--- src/rtl/drive_terminal_pkg.sv ---
/*
 Shared constants and types for the contact-input terminal sequence block:
 parameter addresses, reset values, terminal function codes, timing counts.
 Assumes one 40 MHz clock; speeds and limits are in units of 0.1 percent of
 the maximum output frequency.
*/
package drive_terminal_pkg;

   localparam logic [11:0] SPEED_REF_SRC_ADDR = 12'h1a0;
   localparam logic [11:0] RUN_SRC_ADDR = 12'h1a1;
   localparam logic [11:0] REF_UPPER_ADDR = 12'h2e0;
   localparam logic [11:0] REF_LOWER_ADDR = 12'h2e1;

   localparam logic [15:0] SRC_RESET = 16'h0003;
   localparam logic [15:0] SRC_MAX = 16'h0003;
   localparam logic [15:0] UPPER_RESET = 16'h03e8;
   localparam logic [15:0] UPPER_MAX = 16'h044c;
   localparam logic [15:0] LOWER_RESET = 16'h0000;
   localparam logic [15:0] LOWER_MAX = 16'h0442;

   localparam logic [7:0] FN_LOCAL_REMOTE = 8'h01;
   localparam logic [7:0] FN_BLOCK_NO = 8'h08;
   localparam logic [7:0] FN_BLOCK_NC = 8'h09;
   localparam logic [7:0] FN_UP = 8'h0a;
   localparam logic [7:0] FN_DOWN = 8'h0b;
   localparam logic [7:0] FN_ACCEL_HOLD = 8'h0e;

   localparam int CLK_HZ = 40000000;
   localparam int BLINK_HALF_MS = 500;
   localparam int BLINK_HALF_CYC = BLINK_HALF_MS * (CLK_HZ / 1000);
   localparam int UPDN_STEP_MS = 10;
   localparam int UPDN_STEP_CYC = UPDN_STEP_MS * (CLK_HZ / 1000);
   localparam int ACCEL_STEP_US = 100;
   localparam int ACCEL_STEP_CYC = ACCEL_STEP_US * (CLK_HZ / 1000000);

   typedef enum logic [1:0] {
      SRC_PANEL = 2'b00,
      SRC_TERMINAL = 2'b01,
      SRC_COMM = 2'b10,
      SRC_PLC = 2'b11
   } src_t;

   typedef enum logic [1:0] {
      ST_STOP = 2'b00,
      ST_RUN = 2'b01,
      ST_BLOCK = 2'b10,
      ST_SEARCH = 2'b11
   } run_state_t;

   typedef struct packed {
      logic lr_asg;
      logic lr_level;
      logic blocked;
      logic up_asg;
      logic dn_asg;
      logic hold_asg;
      logic up_cmd;
      logic dn_cmd;
   } term_dec_t;

   typedef struct packed {
      logic run;
      logic [15:0] ref_val;
   } cmd_t;

endpackage

--- src/rtl/drive_input_terminal_functions.sv ---
/*
 Contact-input terminal sequence logic of the drive: local/remote switching,
 output block command, raise/lower reference with limits, output ramp and
 frequency-matched flag, plus the four documented parameters.
 Assumes command and reference sources come from logic on ref_clk_i; the
 terminal contacts and the panel key are asynchronous pins.
*/
`timescale 1ns/100ps
module drive_input_terminal_functions
#(
   parameter int N_TERM = 14,
   parameter int BLINK_CYC = drive_terminal_pkg::BLINK_HALF_CYC,
   parameter int STEP_CYC = drive_terminal_pkg::UPDN_STEP_CYC,
   parameter int ACC_CYC = drive_terminal_pkg::ACCEL_STEP_CYC
)
(
   input wire logic ref_clk_i,
   input wire logic rst_i,
   input wire logic [11:0] param_addr_i,
   input wire logic param_wr_i,
   input wire logic param_rd_i,
   input wire logic [15:0] param_wdata_i,
   output logic [15:0] param_rdata_o,
   output logic param_ack_o,
   input wire logic [N_TERM-1:0] multi_function_inputs_i,
   input wire logic [N_TERM-1:0][7:0] terminal_function_selectors_i,
   input wire logic panel_lr_key_i,
   input wire drive_terminal_pkg::cmd_t panel_cmd_i,
   input wire logic terminal_run_i,
   input wire logic [15:0] analog_speed_input_i,
   input wire drive_terminal_pkg::cmd_t comm_cmd_i,
   input wire drive_terminal_pkg::cmd_t plc_cmd_i,
   input wire logic [15:0] search_freq_i,
   output logic remote_o,
   output logic run_o,
   output logic [15:0] speed_ref_o,
   output logic [15:0] out_freq_o,
   output logic output_enable_o,
   output logic coast_o,
   output logic output_block_indicator_o,
   output logic speed_search_o,
   output logic freq_matched_o,
   output logic invalid_input_selection_error_o,
   output logic multi_step_enable_o
);
   import drive_terminal_pkg::*;

   function automatic logic [15:0] clamp16(input logic [15:0] v, input logic [15:0] lo,
                                           input logic [15:0] hi);
      logic [15:0] r;
      r = v;
      if (v > hi)
         r = hi;
      if (v < lo)
         r = lo;
      if (lo > hi)
         r = hi;
      return r;
   endfunction

   logic [15:0] ref_src_r, run_src_r, upper_r, lower_r;
   logic [N_TERM-1:0] pin_s1_r, pin_s2_r;
   logic key_s1_r, key_s2_r, key_s3_r;
   logic remote_r;
   logic [15:0] updn_ref_r, updn_nxt, out_freq_r, out_freq_nxt;
   logic run_prev_r;
   logic [31:0] blink_cnt_r;
   logic blink_r;
   logic [31:0] step_cnt_r, acc_cnt_r;
   run_state_t state_r, state_nxt;
   term_dec_t dec;
   cmd_t sel_cmd, remote_cmd;
   logic [15:0] remote_run_ref, eff_lower, up_val, dn_val, target;
   logic run_cmd, updn_ok, updn_err;
   logic step_tick, acc_tick, key_press, at_target;
   logic wr_ref_src, wr_run_src, wr_upper, wr_lower;

   // Function code scan across all terminals; several terminals may share a function
   always_comb
   begin
      dec = '0;
      for (int i = 0; i < N_TERM; i++)
      begin
         if (terminal_function_selectors_i[i] == FN_LOCAL_REMOTE)
         begin
            dec.lr_asg = 1'b1;
            dec.lr_level = dec.lr_level | pin_s2_r[i];
         end
         if (terminal_function_selectors_i[i] == FN_BLOCK_NO && pin_s2_r[i])
            dec.blocked = 1'b1;
         if (terminal_function_selectors_i[i] == FN_BLOCK_NC && !pin_s2_r[i])
            dec.blocked = 1'b1;
         if (terminal_function_selectors_i[i] == FN_UP)
         begin
            dec.up_asg = 1'b1;
            dec.up_cmd = dec.up_cmd | pin_s2_r[i];
         end
         if (terminal_function_selectors_i[i] == FN_DOWN)
         begin
            dec.dn_asg = 1'b1;
            dec.dn_cmd = dec.dn_cmd | pin_s2_r[i];
         end
         if (terminal_function_selectors_i[i] == FN_ACCEL_HOLD)
            dec.hold_asg = 1'b1;
      end
   end

   // Half a pair or a clash with accel/decel hold disables raise/lower entirely
   assign updn_err = (dec.up_asg ^ dec.dn_asg)
                     | (dec.up_asg & dec.dn_asg & dec.hold_asg);
   assign updn_ok = dec.up_asg & dec.dn_asg & ~updn_err;

   assign wr_ref_src = param_wr_i && param_addr_i == SPEED_REF_SRC_ADDR && param_wdata_i <= SRC_MAX;
   assign wr_run_src = param_wr_i && param_addr_i == RUN_SRC_ADDR && param_wdata_i <= SRC_MAX;
   assign wr_upper = param_wr_i && param_addr_i == REF_UPPER_ADDR && param_wdata_i <= UPPER_MAX;
   assign wr_lower = param_wr_i && param_addr_i == REF_LOWER_ADDR && param_wdata_i <= LOWER_MAX;

   assign key_press = key_s2_r & ~key_s3_r;

   // Remote sources per the two selectors; the terminal run input only
   // counts when the run source selects the sequence terminals
   assign remote_run_ref = (src_t'(ref_src_r[1:0]) == SRC_TERMINAL) ? analog_speed_input_i
                         : (src_t'(ref_src_r[1:0]) == SRC_COMM) ? comm_cmd_i.ref_val
                         : (src_t'(ref_src_r[1:0]) == SRC_PLC) ? plc_cmd_i.ref_val
                         : panel_cmd_i.ref_val;
   assign remote_cmd.run = (src_t'(run_src_r[1:0]) == SRC_TERMINAL) ? terminal_run_i
                         : (src_t'(run_src_r[1:0]) == SRC_COMM) ? comm_cmd_i.run
                         : (src_t'(run_src_r[1:0]) == SRC_PLC) ? plc_cmd_i.run
                         : panel_cmd_i.run;
   assign remote_cmd.ref_val = remote_run_ref;
   assign sel_cmd = remote_r ? remote_cmd : panel_cmd_i;
   assign run_cmd = sel_cmd.run;

   // Analog input replaces the lower limit whenever it is higher
   assign eff_lower = (analog_speed_input_i > lower_r) ? analog_speed_input_i : lower_r;
   assign up_val = (updn_ref_r >= upper_r) ? upper_r : updn_ref_r + 16'h0001;
   assign dn_val = (updn_ref_r == 16'h0000) ? 16'h0000 : updn_ref_r - 16'h0001;

   always_comb
   begin
      updn_nxt = updn_ref_r;
      if (run_cmd && !run_prev_r)
         updn_nxt = eff_lower;
      else if (step_tick && dec.up_cmd && !dec.dn_cmd)
         updn_nxt = up_val;
      else if (step_tick && dec.dn_cmd && !dec.up_cmd)
         updn_nxt = dn_val;
      // Both or neither pressed keep the value; only a run start or the clamp may move it
      updn_nxt = clamp16(updn_nxt, eff_lower, upper_r);
   end

   assign target = updn_ok ? updn_ref_r : clamp16(sel_cmd.ref_val, 16'h0000, UPPER_MAX);
   assign at_target = (out_freq_r == target);
   assign step_tick = (step_cnt_r == 32'(STEP_CYC - 1));
   assign acc_tick = (acc_cnt_r == 32'(ACC_CYC - 1));

   always_comb
   begin
      state_nxt = state_r;
      case (state_r)
         ST_STOP:
            if (dec.blocked)
               state_nxt = ST_BLOCK;
            else if (run_cmd)
               state_nxt = ST_RUN;
         ST_RUN:
            if (dec.blocked)
               state_nxt = ST_BLOCK;
            else if (!run_cmd && out_freq_r == 16'h0000)
               state_nxt = ST_STOP;
         ST_BLOCK:
            if (!dec.blocked)
               state_nxt = ST_SEARCH;
         ST_SEARCH:
            state_nxt = run_cmd ? ST_RUN : ST_STOP;
         default:
            state_nxt = ST_STOP;
      endcase
   end

   // Linear ramp one unit per accel tick; a real drive scales by its accel times
   always_comb
   begin
      out_freq_nxt = out_freq_r;
      case (state_r)
         ST_RUN:
            if (acc_tick)
            begin
               if (!run_cmd)
                  out_freq_nxt = (out_freq_r == 16'h0000) ? 16'h0000 : out_freq_r - 16'h0001;
               else if (out_freq_r < target)
                  out_freq_nxt = out_freq_r + 16'h0001;
               else if (out_freq_r > target)
                  out_freq_nxt = out_freq_r - 16'h0001;
            end
         ST_BLOCK:
            out_freq_nxt = 16'h0000;
         ST_SEARCH:
            out_freq_nxt = search_freq_i;
         default:
            out_freq_nxt = 16'h0000;
      endcase
   end

   // Contacts and key are asynchronous pins: two stages before any logic
   always_ff @(posedge ref_clk_i)
   begin
      pin_s1_r <= multi_function_inputs_i;
      pin_s2_r <= pin_s1_r;
      key_s1_r <= panel_lr_key_i;
      key_s2_r <= key_s1_r;
      key_s3_r <= key_s2_r;
   end

   always_ff @(posedge ref_clk_i)
   begin
      if (rst_i)
      begin
         ref_src_r <= SRC_RESET;
         run_src_r <= SRC_RESET;
         upper_r <= UPPER_RESET;
         lower_r <= LOWER_RESET;
      end
      else
      begin
         if (wr_ref_src)
            ref_src_r <= param_wdata_i;
         if (wr_run_src)
            run_src_r <= param_wdata_i;
         if (wr_upper)
            upper_r <= param_wdata_i;
         if (wr_lower)
            lower_r <= param_wdata_i;
      end
   end

   always_ff @(posedge ref_clk_i)
   begin
      if (rst_i)
      begin
         param_rdata_o <= 16'h0000;
         param_ack_o <= 1'b0;
      end
      else
      begin
         param_ack_o <= param_rd_i | param_wr_i;
         case (param_addr_i)
            SPEED_REF_SRC_ADDR: param_rdata_o <= ref_src_r;
            RUN_SRC_ADDR: param_rdata_o <= run_src_r;
            REF_UPPER_ADDR: param_rdata_o <= upper_r;
            REF_LOWER_ADDR: param_rdata_o <= lower_r;
            default: param_rdata_o <= 16'h0000;
         endcase
      end
   end

   // Panel key only toggles when no terminal owns the local/remote choice
   always_ff @(posedge ref_clk_i)
   begin
      if (rst_i)
         remote_r <= 1'b1;
      else if (dec.lr_asg)
         remote_r <= dec.lr_level;
      else if (key_press)
         remote_r <= ~remote_r;
   end

   always_ff @(posedge ref_clk_i)
   begin
      if (rst_i)
      begin
         state_r <= ST_STOP;
         out_freq_r <= 16'h0000;
         updn_ref_r <= LOWER_RESET;
         run_prev_r <= 1'b0;
         step_cnt_r <= 32'h0000_0000;
         acc_cnt_r <= 32'h0000_0000;
      end
      else
      begin
         state_r <= state_nxt;
         out_freq_r <= out_freq_nxt;
         updn_ref_r <= updn_nxt;
         run_prev_r <= run_cmd;
         step_cnt_r <= step_tick ? 32'h0000_0000 : step_cnt_r + 32'h0000_0001;
         acc_cnt_r <= acc_tick ? 32'h0000_0000 : acc_cnt_r + 32'h0000_0001;
      end
   end

   // Blink restarts on each block so the indicator always opens lit
   always_ff @(posedge ref_clk_i)
   begin
      if (rst_i || state_r != ST_BLOCK)
      begin
         blink_cnt_r <= 32'h0000_0000;
         blink_r <= 1'b1;
      end
      else if (blink_cnt_r == 32'(BLINK_CYC - 1))
      begin
         blink_cnt_r <= 32'h0000_0000;
         blink_r <= ~blink_r;
      end
      else
         blink_cnt_r <= blink_cnt_r + 32'h0000_0001;
   end

   always_ff @(posedge ref_clk_i)
   begin
      if (rst_i)
      begin
         remote_o <= 1'b1;
         run_o <= 1'b0;
         speed_ref_o <= 16'h0000;
         out_freq_o <= 16'h0000;
         output_enable_o <= 1'b0;
         coast_o <= 1'b0;
         output_block_indicator_o <= 1'b0;
         speed_search_o <= 1'b0;
         freq_matched_o <= 1'b0;
         invalid_input_selection_error_o <= 1'b0;
         multi_step_enable_o <= 1'b1;
      end
      else
      begin
         remote_o <= remote_r;
         run_o <= (state_r == ST_RUN);
         speed_ref_o <= target;
         out_freq_o <= out_freq_r;
         output_enable_o <= (state_r == ST_RUN) && !dec.blocked;
         coast_o <= (state_r == ST_BLOCK);
         output_block_indicator_o <= (state_r == ST_BLOCK) && blink_r;
         speed_search_o <= (state_r == ST_SEARCH);
         freq_matched_o <= (state_r == ST_RUN) && run_cmd && at_target;
         invalid_input_selection_error_o <= updn_err;
         multi_step_enable_o <= ~(dec.up_asg | dec.dn_asg);
      end
   end

endmodule

--- config.mk ---
export PLATFORM = sky130hd
export DESIGN_NAME = drive_input_terminal_functions
export DESIGN_NICKNAME = d
export VERILOG_FILES = /design/src/rtl/drive_terminal_pkg.sv /design/src/rtl/drive_input_terminal_functions.sv
export SDC_FILE = /design/constraint.sdc
export NUM_CORES = 1
export LEC_CHECK = 0
export ABC_AREA = 0
export BUFFER_PORTS_ARGS = -buffer_cell sky130_fd_sc_hd__buf_4
export CAP_MARGIN = 20
export CORE_MARGIN = 4
export CORE_UTILIZATION = 61
export DETAILED_ROUTE_END_ITERATION = 12
export HOLD_SLACK_MARGIN = 0.08
export PLACE_DENSITY = 0.89
export SETUP_SLACK_MARGIN = 0.2
export SYNTH_ARGS = -nofsm -noshare
export SYNTH_HDL_FRONTEND = slang
export SYNTH_SLANG_ARGS = --single-unit
--- constraint.sdc ---
create_clock -name ref_clk_i -period 10.3 [get_ports ref_clk_i]
set_clock_uncertainty 0.2 [all_clocks]
set_input_delay 2.06 -clock ref_clk_i [delete_from_list [all_inputs] [get_ports ref_clk_i]]
set_output_delay 2.06 -clock ref_clk_i [all_outputs]
set_load 0.05 [all_outputs]
# Yosys cells after proc, flatten, opt, wreduce, memory -nomap -nowiden
# Index checks and enable logic that the tools add are counted.
[totals]
output_inout_bits = 58
register_bits = 286
input_bits = 243
[classes]
n_mux = 147
bitwise = 52
addsub = 7
magnitude_cmp = 12
n_eq_ne = 107
reduce_logical = 75
[ops]
columns = ["op", "n"]
rows = [
  ["8-bit by 4-bit equality test with 1-bit output (second input constant)", 70],
  ["16-bit two-way mux", 20],
  ["8-bit by 1-bit equality test with 1-bit output (second input constant)", 14],
  ["1-bit two-way mux", 104],
  ["32-bit by 1-bit adder with 32-bit output (second input constant)", 3],
  ["16-bit greater-than comparator", 4],
  ["16-bit one-hot mux with 4 select lines", 1],
  ["1-bit logical AND", 46],
  ["1-bit OR", 42],
  ["2-bit two-way mux", 19],
  ["16-bit by 1-bit adder with 16-bit output (second input constant)", 2],
  ["32-bit by 12-bit equality test with 1-bit output (second input constant)", 1],
  ["32-bit by 19-bit equality test with 1-bit output (second input constant)", 1],
  ["32-bit by 25-bit equality test with 1-bit output (second input constant)", 1],
  ["16-bit by 11-bit <= comparator with 1-bit output (second input constant)", 2],
  ["16-bit zero test", 2],
  ["16-bit < comparator", 2],
  ["16-bit one-hot mux with 2 select lines", 1],
  ["16-bit by 1-bit subtractor with 16-bit output (second input constant)", 2],
  ["12-bit by 10-bit equality test with 1-bit output (second input constant)", 2],
  ["12-bit by 9-bit equality test with 1-bit output (second input constant)", 2],
  ["1-bit zero test", 19],
  ["17-bit two-way mux", 1],
  ["16-bit equality test", 1],
  ["other kinds (19)", 38],
]

# Longest topological paths before layout
# Gate-level depths: netlist of the first run.
[logic_depth]
ltp_word = 37
ltp_mapped = 26
ltp_nobuf = 24

# Worst setup path after synthesis of the first run
# Ideal clock, no wire load.
[synth_timing]
path_kind = "input to register"
from = "in terminal_function_selectors_i[61] (netlist name)"
to = "reg out_freq_r[12]"
setup_ns = 0.122
t_arrival_ns = 6.614
n_path_buf = 2
stages = 22
path_slack_ns = 3.364
cell_sequence = "or4_1 nor4_1 a21oi_1 nand3_1 a311oi_1 nand2_1 ha_1 a21oi_1 and2_1 clkbuf_1 clkbuf_1 a21oi_1 ha_1 nor2b_1 o21a_1 o21a_1 o221a_2 nor3_1 and2_1 a31oi_1 a21o_1 a221o_1"
[synth_via]
elab_chain_cells = 19
elab_cells_between_ends = 39
classes_between = "order compare: 2; eq/ne: 4; mux: 26; bitwise: 6; reduce/logical: 1"
[synth_rtl]
columns = ["item", "line_no", "rtl"]
rows = [
  ["start, declared", "drive_input_terminal_functions.sv:26", "input wire logic [N_TERM-1:0][7:0] terminal_function_selectors_i,"],
  ["8-bit by 4-bit equality test with 1-bit output, on equally long branches", "drive_input_terminal_functions.sv:93, drive_input_terminal_functions.sv:98", ""],
  ["1-bit two-way mux, on equally long branches (7 in a row)", "drive_input_terminal_functions.sv:93, drive_input_terminal_functions.sv:98", ""],
  ["1-bit AND", "drive_input_terminal_functions.sv:110, drive_input_terminal_functions.sv:111", ""],
  ["1-bit AND", "drive_input_terminal_functions.sv:110", "| (dec.up_asg & dec.dn_asg & dec.hold_asg);"],
  ["1-bit OR", "drive_input_terminal_functions.sv:110", ""],
  ["1-bit NOT", "drive_input_terminal_functions.sv:111", "assign updn_ok = dec.up_asg & dec.dn_asg & ~updn_err;"],
  ["1-bit AND *", "drive_input_terminal_functions.sv:111", ""],
  ["16-bit two-way mux *", "drive_input_terminal_functions.sv:152", "assign target = updn_ok ? updn_ref_r : clamp16(sel_cmd.ref_val, 16'h0000, UPPER_MAX);"],
  ["16-bit < comparator", "drive_input_terminal_functions.sv:191", "else if (out_freq_r < target)"],
  ["16-bit two-way mux", "drive_input_terminal_functions.sv:191", ""],
  ["16-bit two-way mux", "drive_input_terminal_functions.sv:189", "if (!run_cmd)"],
  ["16-bit two-way mux", "drive_input_terminal_functions.sv:187", "if (acc_tick)"],
  ["16-bit one-hot mux with 2 select lines", "drive_input_terminal_functions.sv:185", "case (state_r)"],
  ["end signal, assigned", "drive_input_terminal_functions.sv:282", "out_freq_r <= out_freq_nxt;"],
  ["end, declared", "drive_input_terminal_functions.sv:65", "logic [15:0] updn_ref_r, updn_nxt, out_freq_r, out_freq_nxt;"],
]
# Mark *: on every way between the ends. The rest lies on a longest branch, timed or not. The select of a mux whose other input is x is not followed.
# A chain may end at the register's enable or synchronous reset.

# Worst setup path in the final report of the first run
[layout_timing]
from = "in terminal_function_selectors_i[10] (netlist name)"
to = "reg updn_ref_r[0]"
[layout_via]
elab_chain_cells = 35
elab_cells_between_ends = 66
classes_between = "order compare: 2; eq/ne: 2; mux: 32; bitwise: 24; reduce/logical: 6"
[layout_rtl]
columns = ["item", "line_no", "rtl"]
rows = [
  ["8-bit by 4-bit equality test with 1-bit output, on equally long branches", "drive_input_terminal_functions.sv:98, drive_input_terminal_functions.sv:93", ""],
  ["1-bit two-way mux, on equally long branches", "drive_input_terminal_functions.sv:98, drive_input_terminal_functions.sv:93", ""],
  ["1-bit OR, on equally long branches", "drive_input_terminal_functions.sv:101, drive_input_terminal_functions.sv:96", ""],
  ["1-bit two-way mux, on equally long branches", "drive_input_terminal_functions.sv:98, drive_input_terminal_functions.sv:93", ""],
  ["1-bit OR, on equally long branches", "drive_input_terminal_functions.sv:101, drive_input_terminal_functions.sv:96", ""],
  ["1-bit two-way mux, on equally long branches", "drive_input_terminal_functions.sv:98, drive_input_terminal_functions.sv:93", ""],
  ["1-bit OR, on equally long branches", "drive_input_terminal_functions.sv:101, drive_input_terminal_functions.sv:96", ""],
  ["1-bit two-way mux, on equally long branches", "drive_input_terminal_functions.sv:98, drive_input_terminal_functions.sv:93", ""],
  ["[19 not listed]", "--", ""],
  ["1-bit logical AND", "drive_input_terminal_functions.sv:146", "else if (step_tick && dec.dn_cmd && !dec.up_cmd)"],
  ["16-bit two-way mux", "drive_input_terminal_functions.sv:146", ""],
  ["16-bit two-way mux *", "drive_input_terminal_functions.sv:144", "else if (step_tick && dec.up_cmd && !dec.dn_cmd)"],
  ["16-bit two-way mux *", "drive_input_terminal_functions.sv:142", "if (run_cmd && !run_prev_r)"],
  ["16-bit greater-than comparator", "drive_input_terminal_functions.sv:52", "if (v > hi)"],
  ["16-bit two-way mux", "drive_input_terminal_functions.sv:52", ""],
  ["16-bit two-way mux *", "drive_input_terminal_functions.sv:54", "if (v < lo)"],
  ["16-bit two-way mux *", "drive_input_terminal_functions.sv:56", "if (lo > hi)"],
  ["end signal, assigned", "drive_input_terminal_functions.sv:283", "updn_ref_r <= updn_nxt;"],
  ["end, declared", "drive_input_terminal_functions.sv:65", ""],
]
# Mark *: on every way between the ends. The rest lies on a longest branch, timed or not.

==> flow_summary.json, run 1 <==
{
  "status": "complete, no violations",
  "period_share_pct": 78.9,
  "rsz0062_at_grt": "no",
  "grt_usage_pct": 36.0,
  "post-cts-setup-buffers": 0,
  "setup.worst_path.start_class": "input port",
  "synth_ff_type": "dfxtp_1",
  "synth_top_area_share_pct": 33.9,
  "numCtsBuffers": 29,
  "row_count": 60,
  "antenna_left": 0,
  "fmax_mhz": 123,
  "cts.clk_slew.worst_paths_ns": 0.06,
  "synthCells": 2059,
  "netlist_area_sq_um": 16900,
  "num_io_pins": 301,
  "max_slew.worst_pin.slew_ns": 1.03,
  "ys_types": 90,
  "synth_commonest_cells": "dfxtp_1, nor2_1, nand2_1",
  "cts_tree": "done",
  "hp-class": "reg -> reg",
  "peakVddDrop_mv": 0.132,
  "htree_levels": 1,
  "vias": 17500,
  "grt_max_degree": 49,
  "ys_seq_elements": 286,
  "crit_slowest_cell": "nor4_1",
  "synth_area_leader_cell": "dfxtp_1",
  "multi_input_area_sq_um": 10500,
  "grt_pass1_wl_um": 90200,
  "hold_start": "pin_s1_r[3]",
  "cp_max_fo": 11,
  "antenna_found_initial": 0,
  "worstReg2RegStart": "upper_r[4]",
  "grt-ovfl-total": 0,
  "power.density_nw_per_um2": 149,
  "final_nets": 2672,
  "total_power_w": 0.00302,
  "synthesis.nets": 2407,
  "root_buffer": "clkbuf_16",
  "critPathKind": "in -> reg",
  "yosysSeqAreaShare_pct": 33.9,
  "async_reset_ff_share_pct": 0,
  "die-area_sq_um": 30400,
  "synth.most_common_cell": "dfxtp_1",
  "hold_viol": 0,
  "leakage_nw": 8.29,
  "coreArea_sq_um": 27100,
  "synth.avg_cell_area_sq_um": 8.19,
  "regArea_sq_um": 5730,
  "dr.first_iter.drc_count": 1791,
  "antenna_cells": 0,
  "drive_gt1_share_pct": 18.1,
  "die_x_um": 174,
  "initial_core_util_pct": 62.3,
  "slew_violations": 0,
  "wl_per_cell_um": 21.3,
  "cap_violations": 0,
  "first_pass_iters": 6,
  "maxSlewHeadroom_pct": 31.2,
  "setup_tns_ns": 0,
  "timing.rr.end": "updn_ref_r[0]",
  "hpwlAfterDp_um": 44300,
  "place_congestion": 0.988,
  "cts_sinks": 286,
  "reg2reg_slack_ns": 3.54,
  "worst_ep_required_time_ns": 10.51,
  "setup_violations": 0,
  "cp-end-kind": "flip-flop",
  "hold_buffers": 0,
  "reg2reg_depth": 22,
  "synth_edf_count": 0,
  "slowest_delay_ns": 0.87,
  "synthTopCellsByArea": "dfxtp_1, ha_1, nor2_1",
  "yosysWarnings": 0,
  "critical-path-top-delay-family": "simple AND/OR/NAND/NOR gates",
  "hold-path-endpoint": "pin_s2_r[3]",
  "post-route-min-period_ns": 8.13,
  "wl_um": 57900,
  "cp.arrival_ns": 8.34,
  "cp_num_buf_inv": 3,
  "clock_latency_ns": 0.56,
  "drc": 0,
  "min_path_cells": 0,
  "numPortBuffers": 300,
  "cpMostUsedCell": "inv_1",
  "area_delta_synth_final_pct": 20.2,
  "path_cells": "buf_4, nor4_1, nand4_1, o2111ai_1, nor4_4, or3_4, o31ai_2, nor2_1, a211oi_1, a21oi_1, ha_1, nand3_1, or3_1, o21bai_1, a31o_2, a31oi_1, inv_1, nand2_1, inv_1, nor3_2, a2111oi_1",
  "fill_cells": 2055,
  "via_per_inst": 6.44,
  "grt_pass1_vias": 16900,
  "die_h_um": 174,
  "cts.repair.resized": 0,
  "cts_buffer_depth": 3
}
-- through the flow --
stage	utilization [%]	area [sq um]	std cells	hold WS, ns	worst slack [ns]
detailed placement	71.4	19400	2661	0.114	1.85
CTS	74.7	20200	2711	0.126	2.39
floorplan	-	16900	2059	0.110	3.36
global placement	71.4	19400	2661	0.111	2.09
global route	74.8	20300	2715	0.131	1.75
finish	74.8	20300	2715	0.126	2.17
-- registers in the layout, indices dropped and copies added, names as in the netlist, 16 cells and up --
name           cells
upper_r           16
ref_src_r         16
out_freq_o        16
updn_ref_r        16
run_src_r         16
blink_cnt_r       32
param_rdata_o     16
lower_r           16
speed_ref_o       16
step_cnt_r        32
acc_cnt_r         32
out_freq_r        16
-- how the worst max path moves through the flow --
stage,start,to,cells after the start
floorplan,terminal_function_selectors_i[61],out_freq_r[12],22
global placement,terminal_function_selectors_i[10],updn_ref_r[0],21
detailed placement,terminal_function_selectors_i[10],updn_ref_r[0],21
CTS,terminal_function_selectors_i[10],updn_ref_r[0],21
global route,terminal_function_selectors_i[10],updn_ref_r[1],21
finish,terminal_function_selectors_i[10],updn_ref_r[0],21
-- logic make-up after synthesis --
group | count (synthesis) | share of synthesized area (%)
AO/OA/AOI/OAI | 400 | 16.2
XOR/XNOR | 116 | 6.02
AND/OR/NAND/NOR | 930 | 29.1
flip-flops | 286 | 33.9
buffers and inverters | 177 | 4.19
multiplexers | 45 | 2.76
adder cells (fa/ha/maj) | 105 | 7.79
-- layer usage --
metal | track usage (%) | part of all wire (%) | wire length (um) | vias up
met3 | 5.81 | 9.1 | 5260 | 208
met4 | 13.7 | 4.3 | 2510 | 0
met2 | 60.5 | 47 | 26900 | 1037
met5 | 0 | 0 | 0 | -
met1 | 46.5 | 40 | 23200 | 8211
li1 | - | - | - | 8032
-- cells in the final DEF, fill, tap and decap left out, drive strengths merged, types with 10 or more instances in the layout --
master  count
dfxtp     286
a221oi     22
xnor2      34
a211oi     18
clkbuf     44
nand2b     25
xor2       82
nand4b     11
and3       45
a21o       19
a31oi      16
nor2      245
mux2       12
nor4b      11
o221ai     10
nand3      92
or4        16
nor2b      32
nand4      58
nand2     150
ha        105
mux2i      33
buf       319
inv        94
nor3b      12
a22oi      38
nor4       57
o211ai     22
a21oi     105
o21ai      64
nor3       65
o21a       10
and2       47
or3        24
-- where the power goes --
part,total [W],switching (W),internal (W)
combinational,0.000800,0.000482,0.000318
clock,0.000997,0.000432,0.000565
sequential,0.00122,0.0000734,0.00115
-- final cells by class --
type | instances | area share (%)
clock buffers | 44 | 4.01
clock inverters | 6 | 0.321
inverters | 92 | 1.70
multi-input cells | 1596 | 51.6
flip-flops and latches | 286 | 28.2
well taps | 372 | 2.30
repair buffers | 319 | 11.9
(Power assumes the default switching activity.)
==> run 2: changes to the inputs <==
Settings changed: CORE_UTILIZATION 61 to 57, PLACE_DENSITY 0.89 to 0.84.
Clock period 10.3 ns to 8.3 ns, I/O delays scaled along.
==> run 2 against run 1 <==
  * Clock-buffer cell count fell by 3
  * Worst hold slack improved by 0.0013 ns
  * Global-route usage fell by 3.4 points
  * Core utilization fell by 3.6 points
  * Non-clock buffer count rose by 7
  * First-iteration DRC count rose by 2.8%
  * Clock power rose by 51%
  * Sequential cell count did not move
  * Register-to-register slack got worse by 1.6 ns
  * Cell area rose by 1.6%
  * Power rose by 33%
  * Critical endpoint is now out_freq_r[12]
  * Largest power group unchanged
==> flow_summary.json, run 2 (synthesis gave the netlist of run 1 again) <==
{
  "dr.first_iter.drc_count": 1841,
  "cp_num_buf_inv": 1,
  "numCtsBuffers": 31,
  "p_sw_share_pct": 31.7,
  "htree_levels": 1,
  "hp-class": "reg -> reg",
  "setup_tns_ns": 0,
  "hpwlAfterDp_um": 42900,
  "leakage_nw": 8.45,
  "first_pass_iters": 5,
  "place_congestion": 0.983,
  "power.density_nw_per_um2": 194,
  "slowest_delay_ns": 0.92,
  "final_core_util_pct": 71.2,
  "pwr-share-comb_pct": 24.4,
  "grt_usage_pct": 32.6,
  "grt-ovfl-total": 0,
  "power_frac_clock_pct": 37.8,
  "initial_core_util_pct": 58.3,
  "worstReg2RegStart": "upper_r[4]",
  "via_per_inst": 6.26,
  "drc": 0,
  "peakVddDrop_mv": 0.163,
  "critical-path-top-delay-family": "simple AND/OR/NAND/NOR gates",
  "slew_violations": 0,
  "mostFrequentLayoutCells": "buf_4, dfxtp_1, nor2_1, nand2_1, ha_1",
  "setup.worst_path.start_class": "input port",
  "num_io_pins": 301,
  "post-route-min-period_ns": 6.90,
  "antenna_cells": 0,
  "hold_start": "pin_s1_r[7]",
  "biggestRegsByFlops": "acc_cnt_r (32), blink_cnt_r (32), step_cnt_r (32)",
  "cts_sinks": 286,
  "hold_viol": 0,
  "hold-path-endpoint": "pin_s2_r[7]",
  "wl_per_cell_um": 20.4,
  "grt_pass1_vias": 16800,
  "area_delta_synth_final_pct": 22.1,
  "period_share_pct": 83.1,
  "reg2reg_depth": 21,
  "min_path_cells": 0,
  "layout_commonest_cell": "buf_4",
  "max_slew.worst_pin.slew_ns": 1.09,
  "status": "complete, no violations",
  "sequentialPowerShare_pct": 37.8,
  "cts_tree": "done",
  "cap_violations": 0,
  "root_buffer": "clkbuf_16",
  "die_h_um": 180,
  "critPathKind": "in -> reg",
  "vias": 17200,
  "grt_max_degree": 53,
  "cp_max_fo": 15,
  "p_int_w": 0.00273,
  "numPortBuffers": 300,
  "cp.arrival_ns": 7.15,
  "p_switching_w": 0.00127,
  "grt_pass1_wl_um": 88800,
  "rsz0062_at_grt": "no",
  "drive_gt1_share_pct": 19.0,
  "crit_start": "terminal_function_selectors_i[10]",
  "crit_slowest_cell": "nor4_1",
  "antenna_found_initial": 0,
  "row_count": 62,
  "reg2reg_slack_ns": 1.91,
  "post-cts-setup-buffers": 0,
  "final_nets": 2681,
  "cts.repair.resized": 0,
  "fmax_mhz": 145,
  "die_x_um": 180,
  "cp-end-kind": "flip-flop",
  "coreArea_sq_um": 28900,
  "die-area_sq_um": 32400,
  "wl_um": 55800,
  "setup_violations": 0,
  "cts_buffer_depth": 3,
  "maxSlewHeadroom_pct": 26.5,
  "clock_latency_ns": 0.59,
  "worst_ep_required_time_ns": 8.55,
  "path_cells": "buf_4, nor4_1, a22o_1, a311oi_1, nand2_1, ha_1, a21oi_1, and2_1, nor4_1, a21oi_1, ha_1, a21o_1, a21o_1, a21oi_1, o211ai_1, nor3_1, and2_1, a31oi_1, a21o_1, a221o_1",
  "hold_buffers": 0,
  "timing.rr.end": "updn_ref_r[2]",
  "cts.clk_slew.worst_paths_ns": 0.06,
  "antenna_left": 0
}
run 2: cell count changes in the layout (fill, tap and decap cells not counted), moves of 2 or more:
| cell | previous run | this run |
|---|---|---|
| clkbuf_1 | 12 | 3 |
| buf_4 | 316 | 324 |
| bufinv_16 | 1 | 5 |
| clkbuf_8 | 3 | 7 |
| clkbuf_16 | 29 | 31 |
| clkinv_4 | 0 | 2 |
| clkinvlp_4 | 1 | 3 |
run 2: layout make-up:
cell class / instances / area (sq um)
well taps: 384 / 480
inverters: 92 / 345
clock buffers: 41 / 883
fillers: 2285 / 8340
repair buffers: 326 / 2460
clock inverters: 17 / 251
flip-flops and latches: 286 / 5730
multi-input cells: 1596 / 10500
run 2: power groups by stage:
stage	Sequential [W]	Clock, W	Combinational [W]
final	0.00151	0.00151	0.000976
after global routing	0.00152	0.00158	0.00107
after CTS	0.00151	0.00152	0.000952
after detailed placement	0.00154	0	0.000945
after global placement	0.00154	0	0.000929
after floorplan	0.00152	0	0.000629
run 2: routing by layer:
metal	global-route usage (%)	part of all wire [%]	wire length [um]	vias to the layer above
met4	9.89	3.6	2010	0
met3	5.41	8.8	4920	150
met5	0	0	0	-
met2	56.0	47	26400	869
met1	42.2	40	22600	8074
li1	-	-	-	8071
run 2: how the worst max path moves through the flow:
stage | endpoint | slack [ns] | cells past startpoint
finish | out_freq_r[12] | 1.40 | 20
global route | out_freq_r[9] | 0.79 | 24
CTS | out_freq_r[15] | 1.50 | 24
detailed placement | out_freq_r[15] | 0.96 | 24
global placement | out_freq_r[12] | 1.01 | 23
floorplan | out_freq_r[12] | 1.76 | 22
run 2: metrics by stage:
step	total power, W	cell area, sq um	std cells	setup WS, ns	hold WS [ns]
5_1_grt	0.00417	20600	2742	0.788	0.129
3_5_place_dp	0.00248	19400	2681	0.964	0.113
3_3_place_gp	0.00247	19400	2681	1.01	0.111
4_1_cts	0.00399	20600	2739	1.50	0.127
2_1_floorplan	0.00215	16900	2059	1.76	0.110
6_report	0.00400	20600	2742	1.40	0.127
run 2: worst reg2reg max path: cells and delay by family (launching register included):
family / cells / cell delay (ns)
compound gates: 13 / 3.66
fa+ha+maj: 2 / 0.65
buf+inv: 3 / 0.63
simple gates: 3 / 0.62
flops: 1 / 0.47
==> run 3: changes to the inputs <==
Clock period 8.3 ns to 6.9 ns, I/O delays scaled along.
==> run 3 against run 2 <==
  * Clock power grew 9%
  * Core utilization is 0.29 points higher
  * Clock-buffer cell count up 4
  * Combinational power increased by 25%
  * Largest power group unchanged
==> flow_summary.json, run 3 (synthesis gave the netlist of run 1 again) <==
{
  "status": "complete, no violations",
  "numCtsBuffers": 31,
  "cts_sinks": 286,
  "first_pass_iters": 5,
  "hold_viol": 0,
  "initial_core_util_pct": 58.3,
  "num_io_pins": 301,
  "die-area_sq_um": 32400,
  "wl_um": 56200,
  "postLayoutCellArea_sq_um": 20700,
  "place_congestion": 1.02,
  "post-cts-setup-buffers": 0,
  "maxSlewHeadroom_pct": 34.4,
  "area_delta_synth_final_pct": 22.6,
  "placedInstanceArea_sq_um": 19600,
  "cp-end-kind": "flip-flop",
  "cts.clk_slew.worst_paths_ns": 0.06,
  "cts_tree": "done",
  "hp-class": "reg -> reg",
  "slew_violations": 0,
  "cp_max_fo": 7,
  "setup_violations": 0,
  "power.density_nw_per_um2": 226,
  "grt_usage_pct": 32.7,
  "fmax_mhz": 158,
  "post-route-min-period_ns": 6.32,
  "htree_levels": 1,
  "max_slew.worst_pin.slew_ns": 0.982,
  "mostFrequentLayoutCells": "buf_4, dfxtp_1, nor2_1, nand2_1, ha_1",
  "final_core_util_pct": 71.5,
  "grt_max_degree": 47,
  "root_buffer": "clkbuf_16",
  "hpwlAfterDp_um": 43900,
  "grt_pass1_vias": 16600,
  "wl_per_cell_um": 20.3,
  "die_h_um": 180,
  "cp.arrival_ns": 6.54,
  "coreArea_sq_um": 28900,
  "fin_hold_ws_ns": 0.125,
  "vias": 17200,
  "period_share_pct": 91.6,
  "dp_slack_ns": 0.0854,
  "drive_gt1_share_pct": 19.5,
  "biggestRegsByFlops": "acc_cnt_r (32), blink_cnt_r (32), step_cnt_r (32)",
  "clock_latency_ns": 0.57,
  "antenna_found_initial": 0,
  "leakage_nw": 8.53,
  "min_path_cells": 0,
  "grt_pass1_wl_um": 88000,
  "die_x_um": 180,
  "final_nets": 2703,
  "cap_violations": 0,
  "rsz0062_at_grt": "no",
  "dr.first_iter.drc_count": 1513,
  "setup_tns_ns": 0,
  "reg2reg_depth": 20,
  "peakVddDrop_mv": 0.241,
  "antenna_cells": 0,
  "numPortBuffers": 300,
  "critPathKind": "in -> reg",
  "fin_ws_ns": 0.576,
  "grt-ovfl-total": 0,
  "layout_commonest_cell": "buf_4",
  "via_per_inst": 6.22,
  "drc": 0,
  "setup.worst_path.start_class": "input port",
  "row_count": 62,
  "worst_ep_required_time_ns": 7.12,
  "cts_buffer_depth": 3,
  "antenna_left": 0
}
==> run 3: worst paths after layout <==
check                                startpoint             to  slack [ns]
max          terminal_function_selectors_i[101]  updn_ref_r[0]        0.58
min                                 pin_s1_r[0]    pin_s2_r[0]        0.12
max reg2reg                       updn_ref_r[4]  updn_ref_r[0]        0.80
min reg2reg                         pin_s1_r[0]    pin_s2_r[0]        0.12
==> run 3: worst max-delay path, cell delays in order <==
cell       delay, ns
buf_4           0.11
or4_4           0.57
nor4b_2         0.39
a221o_2         0.25
nor4_4          0.06
or3_4           0.39
o31ai_2         0.27
buf_4           0.19
nor2_1          0.05
o21ai_0         0.25
o21ai_0         0.21
ha_1            0.37
nand2_1         0.06
or3_1           0.41
o21bai_1        0.18
a31o_2          0.21
a31oi_1         0.27
inv_1           0.11
nand2_1         0.10
inv_1           0.08
nor3_2          0.47
a2111oi_1       0.17
==> run 3: timing repair <==
action,CTS,global route
setup endpoints to repair,0,3
hold buffers,0,0
resized for setup,0,2
==> run 3: report_power, final <==
part	total (W)	switching (W)	internal (W)
clock	0.00164	0.000671	0.000965
combinational	0.00122	0.000716	0.000507
sequential	0.00182	0.000109	0.00171
==> run 3: per-layer routing <==
layer	track usage [%]	routed length, um
met5	0	0
met4	11.8	2270
met2	54.9	26000
met1	42.4	23100
met3	5.71	4820
==> run 3: stage by stage <==
step | instances | total power (W)
2_1_floorplan | 2059 | 0.00259
3_3_place_gp | 2704 | 0.00302
3_5_place_dp | 2704 | 0.00303
4_1_cts | 2761 | 0.00467
5_1_grt | 2763 | 0.00489
6_report | 2763 | 0.00468
==> run 3: final cells by class <==
type	instances	area, sq um
Clock buffer	45	888
Multi-Input combinational cell	1596	10500
Sequential cell	286	5730
Fill cell	2346	8250
Timing Repair Buffer	348	2660
Clock inverter	12	124
Tap cell	384	480
Inverter	92	345
